$ cat src/flash_prot_consts.svh
// Register offsets, field positions and address ranges of the flash protection block.
// Assumes inclusion by the design module only.
`ifndef FLASH_PROT_CONSTS_SVH
`define FLASH_PROT_CONSTS_SVH
// ============================================================
// Register map
`define PROT_CTRL_OFFSET 4'h4
`define STATUS_OFFSET 4'h5
`define CMD_OFFSET 4'h6
`define NV_BYTE_ADDR 16'hff0d
`define PROT_RESET 8'hff
// ============================================================
// Field positions and address ranges
`define POLARITY_BIT 7
`define SPARE_BIT 6
`define HIGH_DIS_BIT 5
`define HIGH_SIZE_LSB 3
`define LOW_DIS_BIT 2
`define LOW_SIZE_LSB 0
`define VIOL_BIT 5
`define HIGH_BASE_00 16'hf800
`define HIGH_BASE_01 16'hf000
`define HIGH_BASE_10 16'he000
`define HIGH_BASE_11 16'hc000
`define LOW_BASE 16'h4000
`define LOW_TOP_00 16'h43ff
`define LOW_TOP_01 16'h47ff
`define LOW_TOP_10 16'h4fff
`define LOW_TOP_11 16'h5fff
`endif

$ cat src/flash_prot_pkg.sv
// Types shared by the flash protection block.
// Assumes the constants header sits beside it.
package flash_prot_pkg;
    typedef enum logic [1:0] {
        LOAD_REQ = 2'b00,
        LOAD_WAIT = 2'b01,
        RUN = 2'b11
    } load_state_e;
    typedef enum logic [1:0] {
        CMD_PROGRAM = 2'h0,
        CMD_SECTOR_ERASE = 2'h1,
        CMD_MASS_ERASE = 2'h2,
        CMD_OTHER = 2'h3
    } cmd_kind_e;
endpackage

$ cat src/flash_sector_protection.sv
// Flash sector protection logic with an Avalon-MM register slave.
// Assumes the flash array answers the reset byte read and carries out accepted commands.
//
// Behaviour
// RULE_01: Protection register reads back its contents in all modes.
// RULE_02: Polarity bit 7 may only go from one to zero.
// RULE_03: Low size field writable only while low disable is set.
// RULE_04: High size field writable only while high disable is set.
// RULE_05: Protection register loads from flash byte 0xFF0D after reset.
// RULE_06: Software unprotects the top sector before reprogramming the stored byte.
// RULE_07: Program or erase into protected space is refused and sets violation.
// RULE_08: Mass erase needs polarity and both disables set, else violation.
// RULE_09: Polarity one: cleared disable protects range; zero: marks it unprotected.
// RULE_10: Polarity one: disables select protection of low and high ranges.
// RULE_11: Polarity zero: whole array protected except cleared ranges.
// RULE_12: High size codes give 2, 4, 8 or 16 KB ending at 0xFFFF.
// RULE_13: Low size codes give 1, 2, 4 or 8 KB starting at 0x4000.
// RULE_14: High disable at bit 5; one removes the high range.
// RULE_15: Low disable at bit 2; one removes the low range.
// RULE_16: Software leaves spare bit 6 erased.
// RULE_17: Software may tighten protection after the reset load.
// RULE_18: Writes that would loosen protection leave the register unchanged.
// RULE_19: Violation flag blocks commands; cleared by writing one.
// RULE_20: Range check happens in the cycle the command is accepted.
`include "flash_prot_consts.svh"

module flash_sector_protection (
    // Clock and reset
    input wire logic clk,
    input wire logic rstn,
    // Avalon-MM slave
    input wire logic [3:0] avsAddress,
    input wire logic avsRead,
    input wire logic avsWrite,
    input wire logic [31:0] avsWriteData,
    output logic [31:0] avsReadData,
    output logic avsWaitRequest,
    // Reset load of the stored protection byte
    output logic nvReadReq,
    output logic [15:0] nvReadAddr,
    input wire logic nvReadValid,
    input wire logic [7:0] nvReadData,
    // Command request from the command controller
    input wire logic cmdValid,
    input wire flash_prot_pkg::cmd_kind_e cmdKind,
    input wire logic [15:0] cmdAddr,
    output logic cmdAccept,
    output logic cmdRefuse,
    // Status
    output logic violation
);
    import flash_prot_pkg::*;

    typedef struct packed {
        load_state_e st;
        logic [7:0] prot;
        logic viol;
        logic ack;
        logic [31:0] rdata;
        logic accept;
        logic refuse;
    } state_s;

    state_s cur_q;
    state_s nxt_d;

    // Contents while reset is held; the byte stays all ones until the load.
    localparam state_s RESET_STATE = '{st: LOAD_REQ, prot: `PROT_RESET, viol: 1'b0,
        ack: 1'b0, rdata: 32'h0, accept: 1'b0, refuse: 1'b0};

    // ============================================================
    // Protection decode
    function automatic logic inHigh(input logic [1:0] sz, input logic [15:0] a);
        logic [15:0] base;
        base = `HIGH_BASE_00;
        case (sz)
            2'b00: base = `HIGH_BASE_00;
            2'b01: base = `HIGH_BASE_01;
            2'b10: base = `HIGH_BASE_10;
            default: base = `HIGH_BASE_11;
        endcase
        return a >= base; // RULE_12
    endfunction

    function automatic logic inLow(input logic [1:0] sz, input logic [15:0] a);
        logic [15:0] top;
        top = `LOW_TOP_00;
        case (sz)
            2'b00: top = `LOW_TOP_00;
            2'b01: top = `LOW_TOP_01;
            2'b10: top = `LOW_TOP_10;
            default: top = `LOW_TOP_11;
        endcase
        return (a >= `LOW_BASE) && (a <= top); // RULE_13
    endfunction

    function automatic logic isProtected(input logic [7:0] p, input logic [15:0] a);
        logic hit;
        logic lowHit;
        hit = !p[`HIGH_DIS_BIT] && inHigh(p[`HIGH_SIZE_LSB+:2], a); // RULE_14
        lowHit = !p[`LOW_DIS_BIT] && inLow(p[`LOW_SIZE_LSB+:2], a); // RULE_15
        if (p[`POLARITY_BIT]) begin
            return hit || lowHit; // RULE_10
        end
        return !(hit || lowHit); // RULE_11
    endfunction

    // Scenario number from polarity and the two disables.
    function automatic logic [2:0] scenario(input logic [7:0] p);
        return {p[`POLARITY_BIT], p[`HIGH_DIS_BIT], p[`LOW_DIS_BIT]};
    endfunction

    // ============================================================
    // Register access

    // Read data for one register index; other indexes read zero.
    function automatic logic [31:0] readWord(input logic [3:0] a, input logic [7:0] p,
        input logic v);
        logic [31:0] w;

        w = 32'h0;
        if (a == `PROT_CTRL_OFFSET) begin
            w[7:0] = p; // RULE_01
        end else if (a == `STATUS_OFFSET) begin
            w[`VIOL_BIT] = v; // RULE_19
        end
        return w;
    endfunction

    // Field masking of a software write to the protection register.
    function automatic logic [7:0] maskedWrite(input logic [7:0] o, input logic [7:0] r);
        logic [7:0] c;

        c = o;
        c[`POLARITY_BIT] = o[`POLARITY_BIT] & r[`POLARITY_BIT]; // RULE_02
        c[`SPARE_BIT] = r[`SPARE_BIT];
        c[`HIGH_DIS_BIT] = r[`HIGH_DIS_BIT];
        c[`LOW_DIS_BIT] = r[`LOW_DIS_BIT];
        if (o[`HIGH_DIS_BIT]) begin
            c[`HIGH_SIZE_LSB+:2] = r[`HIGH_SIZE_LSB+:2]; // RULE_04
        end
        if (o[`LOW_DIS_BIT]) begin
            c[`LOW_SIZE_LSB+:2] = r[`LOW_SIZE_LSB+:2]; // RULE_03
        end
        return c;
    endfunction

    // Protection verdict for one command against the current byte.
    function automatic logic cmdBad(input cmd_kind_e k, input logic [7:0] p,
        input logic [15:0] a);
        logic b;

        b = 1'b0;
        if (k == CMD_MASS_ERASE) begin
            b = scenario(p) != 3'b111; // RULE_08
        end else if (k != CMD_OTHER) begin
            b = isProtected(p, a); // RULE_07 RULE_09
        end
        return b;
    endfunction

    // Allowed move: protected areas only grow in every address.
    function automatic logic tighter(input logic [7:0] o, input logic [7:0] n);
        logic ok;
        ok = 1'b1;
        for (int i = 0; i < 4; i++) begin
            for (int j = 0; j < 4; j++) begin
                if (isProtected(o, 16'(`HIGH_BASE_11 + 16'(i) * 16'h1000))
                    && !isProtected(n, 16'(`HIGH_BASE_11 + 16'(i) * 16'h1000))) begin
                    ok = 1'b0;
                end
                if (isProtected(o, 16'(`LOW_BASE + 16'(j) * 16'h0400 + 16'(i) * 16'h1000))
                    && !isProtected(n, 16'(`LOW_BASE + 16'(j) * 16'h0400
                    + 16'(i) * 16'h1000))) begin
                    ok = 1'b0;
                end
            end
        end
        if (isProtected(o, 16'hf800) && !isProtected(n, 16'hf800)) begin
            ok = 1'b0;
        end
        if (isProtected(o, 16'h8000) && !isProtected(n, 16'h8000)) begin
            ok = 1'b0;
        end
        return ok;
    endfunction

    // ============================================================
    // Next state
    always_comb begin
        logic [7:0] req;
        logic [7:0] cand;
        logic bad;
        req = avsWriteData[7:0];
        cand = cur_q.prot;
        bad = 1'b0;
        nxt_d = cur_q;
        nxt_d.ack = 1'b0;
        nxt_d.accept = 1'b0;
        nxt_d.refuse = 1'b0;
        nvReadReq = 1'b0;
        case (cur_q.st)
            LOAD_REQ: begin
                // Held low while reset is applied, so the request is one clean pulse.
                nvReadReq = rstn; // RULE_05
                nxt_d.st = LOAD_WAIT;
            end
            LOAD_WAIT: begin
                if (nvReadValid) begin
                    nxt_d.prot = nvReadData; // RULE_05
                    nxt_d.st = RUN;
                end
            end
            default: begin
                nxt_d.st = RUN;
            end
        endcase

        // Bus answer: one wait state, then waitrequest is low for one cycle.
        if ((avsRead || avsWrite) && !cur_q.ack && cur_q.st == RUN) begin
            nxt_d.ack = 1'b1;
            nxt_d.rdata = readWord(avsAddress, cur_q.prot, cur_q.viol); // RULE_01
        end

        // A write lands only at the edge where the master sees waitrequest low.
        if (avsWrite && cur_q.ack) begin
            if (avsAddress == `PROT_CTRL_OFFSET) begin
                cand = maskedWrite(cur_q.prot, req); // RULE_02 RULE_03 RULE_04
                if (tighter(cur_q.prot, cand)) begin
                    nxt_d.prot = cand; // RULE_17 RULE_18
                end
            end else if (avsAddress == `STATUS_OFFSET && req[`VIOL_BIT]) begin
                nxt_d.viol = 1'b0; // RULE_19
            end
        end

        // Command check, in the acceptance cycle; a new violation beats a clear.
        if (cmdValid && cur_q.st == RUN) begin
            if (cur_q.viol) begin
                nxt_d.refuse = 1'b1; // RULE_19
            end else begin
                bad = cmdBad(cmdKind, cur_q.prot, cmdAddr); // RULE_20
                nxt_d.refuse = bad;
                nxt_d.accept = !bad;
                if (bad) begin
                    nxt_d.viol = 1'b1; // RULE_07
                end
            end
        end

        if (!rstn) begin
            nxt_d = RESET_STATE;
        end
    end

    always_ff @(posedge clk) begin
        cur_q <= nxt_d;
    end

    // ============================================================
    // Outputs
    assign avsWaitRequest = (avsRead || avsWrite) && !cur_q.ack;
    assign avsReadData = cur_q.rdata;
    assign nvReadAddr = `NV_BYTE_ADDR;
    assign cmdAccept = cur_q.accept;
    assign cmdRefuse = cur_q.refuse;
    assign violation = cur_q.viol;
endmodule

$ cat config.mk
export PLATFORM = sky130hd
export DESIGN_NAME = flash_sector_protection
export DESIGN_NICKNAME = d
export VERILOG_FILES = /design/src/flash_prot_pkg.sv /design/src/flash_sector_protection.sv
export VERILOG_INCLUDE_DIRS = /design/src /design/src/src
export SDC_FILE = /design/constraint.sdc
export NUM_CORES = 1
export LEC_CHECK = 0
export ABC_AREA = 1
export BUFFER_PORTS_ARGS = -buffer_cell sky130_fd_sc_hd__buf_4
export CORE_MARGIN = 5
export CORE_UTILIZATION = 45
export CTS_CLUSTER_DIAMETER = 50
export DETAILED_ROUTE_END_ITERATION = 8
export GPL_ROUTABILITY_DRIVEN = 0
export GPL_TIMING_DRIVEN = 1
export PLACE_DENSITY = 0.85
export REMOVE_ABC_BUFFERS = 1
export SLEW_MARGIN = 20
export SYNTH_ARGS = -nofsm -noshare
export SYNTH_HDL_FRONTEND = slang
export SYNTH_SLANG_ARGS = --single-unit
$ cat constraint.sdc
create_clock -name clk -period 5 [get_ports clk]
set_input_delay 0.5 -clock clk [delete_from_list [all_inputs] [get_ports clk]]
set_output_delay 0.5 -clock clk [all_outputs]
set_load 0.02 [all_outputs]
==> results.md <==
* Outcome: finished, final reports clean
* Row cnt at 22
* Largest net degree at the start of global routing at 15
* Max_cap viols at 0
* XOR/XNOR share of the synthesized area at 0
* Post-synthesis mux area share at 0.05110
* Clk Latency, worst-skew pair at about 0.26 ns
* IO Count at 121
* DRC viols at 0
* Clock sink count at 22
* Buf+Inv Stages, Crit Path at 3
* Core ar. at 3716 µm²
* Syn. warnings at 0
* Routed Wire Length at between 3000 and 4000 µm
* Worst Hold Class: in2reg
* # H-tree levels at 1
* Peak supply drop at 0.0002526 V
* Final setup TNS at 0 ns
* Synth cell types at 32
* CTS clk-pin slew, worst paths at 0.08 ns
* Port bufs at 56
* Remaining global-route overflow at 0
* Post-route setup slack at between 3 and 4 ns
* Critical path peak fanout at 14
* Hold Vio Cnt, Final at 0
* Startpoint Class: input port
* Global-route wire length before repair at roughly 6000 µm
* Final min period at about 1.8 ns
* Crit path cell chain: buf_4 > inv_1 > nor3_1 > buf_4
* Simple-gate share of the synthesized area at 0.2782
* Antenna Nets Post-Route at 0
* Post-synthesis area per instance at roughly 7 µm²
* CP endpoint kind: output pin
* Syn Inst Count at 257
* Layout area overhead at 17.10%
* TritonCTS clock tree: done
* Dpl hpwl at ~3100 µm
* Ratio of cells with drive above 1 in the final layout at 0.2824
* Initial DRC Count at 53
* Clock buffer depth at 2
* Width of the die at ~73 µm
* CP delay by family, top: buffers and inverters
* CP arrival at between 1 and 1.5 ns
* Hold slack at 0.4186 ns
* Die Y-Extent at a little over 70 µm
* Nets at about 380
* Post-synthesis register bit count at 22
* Antenna cells at 0
* Worst path most repeated cell: buf_4
* Root buffer cell: clkbuf_8
* Initial antenna violation count at 0
* Dpl ws at 3.100 ns
* Worst Path Class, Setup: in2out
* Drt wl/cell at 11.12 µm
* Pwr Density at about 220 nW/µm²
* Post-CTS setup buffers at 0
* Fin crit share at 0.3583
* Count of pins over their slew limit at 0
* Post-cts hold buffer count at 0
* Starting Density at 0.4744
* Compound-Gate Fraction of Synth Area at 0.09581
* CP max stage delay at roughly 0.36 ns
* CTS buffer count at 3
* Via Count at 1550
* Pwr Total at 0.4640 mW
* Overall routing resource usage at 0.1468
* Max frequency at 558.2 MHz
* Lkg Pwr at about 1.1 nW
* Post-Synth Adder-Cell Area at 0.04258
* Seq/Total Area, Yosys at 0.2498
* Vias in the first global route at around 1500
* Largest family of logic cells by synthesized area: buffers and inverters
* CP required at between 4 and 5 ns
* Post-CTS resize count at 0
* Die area at between 5000 and 6000 µm²
* Vias per cell at between 4 and 5
* Cell area after synthesis at approximately 1800 µm²
* Slowest CP cell: inv_1
* RSZ-0062 raised after global routing: false
* Setup-failing EPs final at 0
* Final Skew at 0.001850 ns
* DRT Pass-1 Iters at 4
layout make-up:
type	instances	area (µm²)
inverters	26	97.59
well taps	48	60.06
clock inverters	1	30.03
multi-input cells	193	974.7
fillers	391	1652
flip-flops and latches	22	440.4
clock buffers	3	41.29
repair buffers	56	420.4
routing by layer:
metal | part of all wire | global-route usage | up-vias
met3 | 0.098 | 0.04408 | 8
met1 | 0.38 | 0.1589 | 672
met2 | 0.50 | 0.2695 | 60
met4 | 0.018 | 0.04918 | 0
met5 | 0 | 0 | -
li1 | - | - | 810
flip-flops by register name, indices dropped and copies added, names as in the netlist:
register     cells
cur_q           11
avsReadData      8
cmdAccept        1
cmdRefuse        1
violation        1
kinds of logic after synthesis:
| group | Yosys count |
|---|---|
| compound gates | 29 |
| fa+ha+maj | 6 |
| buf+inv | 80 |
| flops | 22 |
| mux | 8 |
| other cells | 2 |
| simple gates | 110 |
layout by cell type (no fill, tap or decap):
master and count:
nand3_2 3, o21ai_0 5, nand3_4 1, bufinv_16 1, a21oi_1 15, o21ai_1 2
a22oi_1 1, nor3_1 1, nand4_1 3, inv_1 24, buf_4 56, o31ai_2 1
nand3_1 8, nor2_2 5, nand2_2 3, inv_2 2, o31ai_1 1, o211ai_1 1
nor2_1 21, a211o_1 1, a31oi_1 1, conb_1 40, or2_2 1, mux2_2 8
a21oi_2 1, nand2_1 63, dfxtp_1 22, nand3b_1 1, clkbuf_8 3, ha_1 6
final timing paths:
| kind | from | to | slack, ns | cells after the start |
|---|---|---|---|---|
| max reg2reg | cur_q[40]$_SDFF_PN1_ | violation$_SDFF_PN0_ | 3.22 | 16 |
| min reg2reg | cur_q[42]$_SDFF_PN1_ | avsReadData[6]$_SDFFE_PN0P_ | 0.46 | 2 |
| max | rstn | nvReadReq | 3.21 | 4 |
| min | rstn | cur_q[44]$_SDFFE_PN0P_ | 0.42 | 1 |
cells in the mapped netlist:
| cell type | instances | area share |
|---|---|---|
| buf_4 | 48 | 0.20 |
| inv_2 | 2 | 0.0043 |
| o21ai_1 | 2 | 0.0057 |
| nand3_2 | 3 | 0.017 |
| nand3b_1 | 1 | 0.0043 |
| a211o_1 | 1 | 0.0050 |
| o31ai_2 | 1 | 0.0071 |
| o31ai_1 | 1 | 0.0043 |
| dfxtp_1 | 22 | 0.25 |
| buf_1 | 1 | 0.0021 |
| nand2_1 | 63 | 0.13 |
| clkbuf_1 | 2 | 0.0043 |
| a21oi_2 | 1 | 0.0050 |
| a31oi_1 | 1 | 0.0036 |
| a22oi_1 | 1 | 0.0043 |
| mux2_2 | 8 | 0.051 |
| or2_2 | 1 | 0.0036 |
| conb_1 | 2 | 0.0043 |
| nand3_4 | 1 | 0.0099 |
| o211ai_1 | 1 | 0.0043 |
| nand3_1 | 8 | 0.023 |
| nand4_1 | 3 | 0.011 |
| buf_2 | 2 | 0.0057 |
| nor3_1 | 1 | 0.0028 |
| buf_6 | 1 | 0.0064 |
| a21oi_1 | 15 | 0.043 |
| inv_1 | 24 | 0.051 |
| ha_1 | 6 | 0.043 |
| nor2_1 | 21 | 0.045 |
| nand2_2 | 3 | 0.011 |
| o21ai_0 | 5 | 0.014 |
| nor2_2 | 5 | 0.018 |
through the flow:
stage	area [µm²]	util	std cells
finish	2064	0.5556	349
global route	2064	0.5556	349
CTS	2064	0.5556	349
detailed placement	1993	0.5364	345
global placement	1993	0.5364	345
floorplan	1513	-	241
power by group:
group	internal (mW)	leakage, nW	switching [mW]
combinational	0.0447	0.868	0.0667
sequential	0.180	0.179	0.00716
clock	0.107	0.0357	0.0579
total	0.332	1.08	0.132
Note: power is estimated with default switching activity, not from simulation.
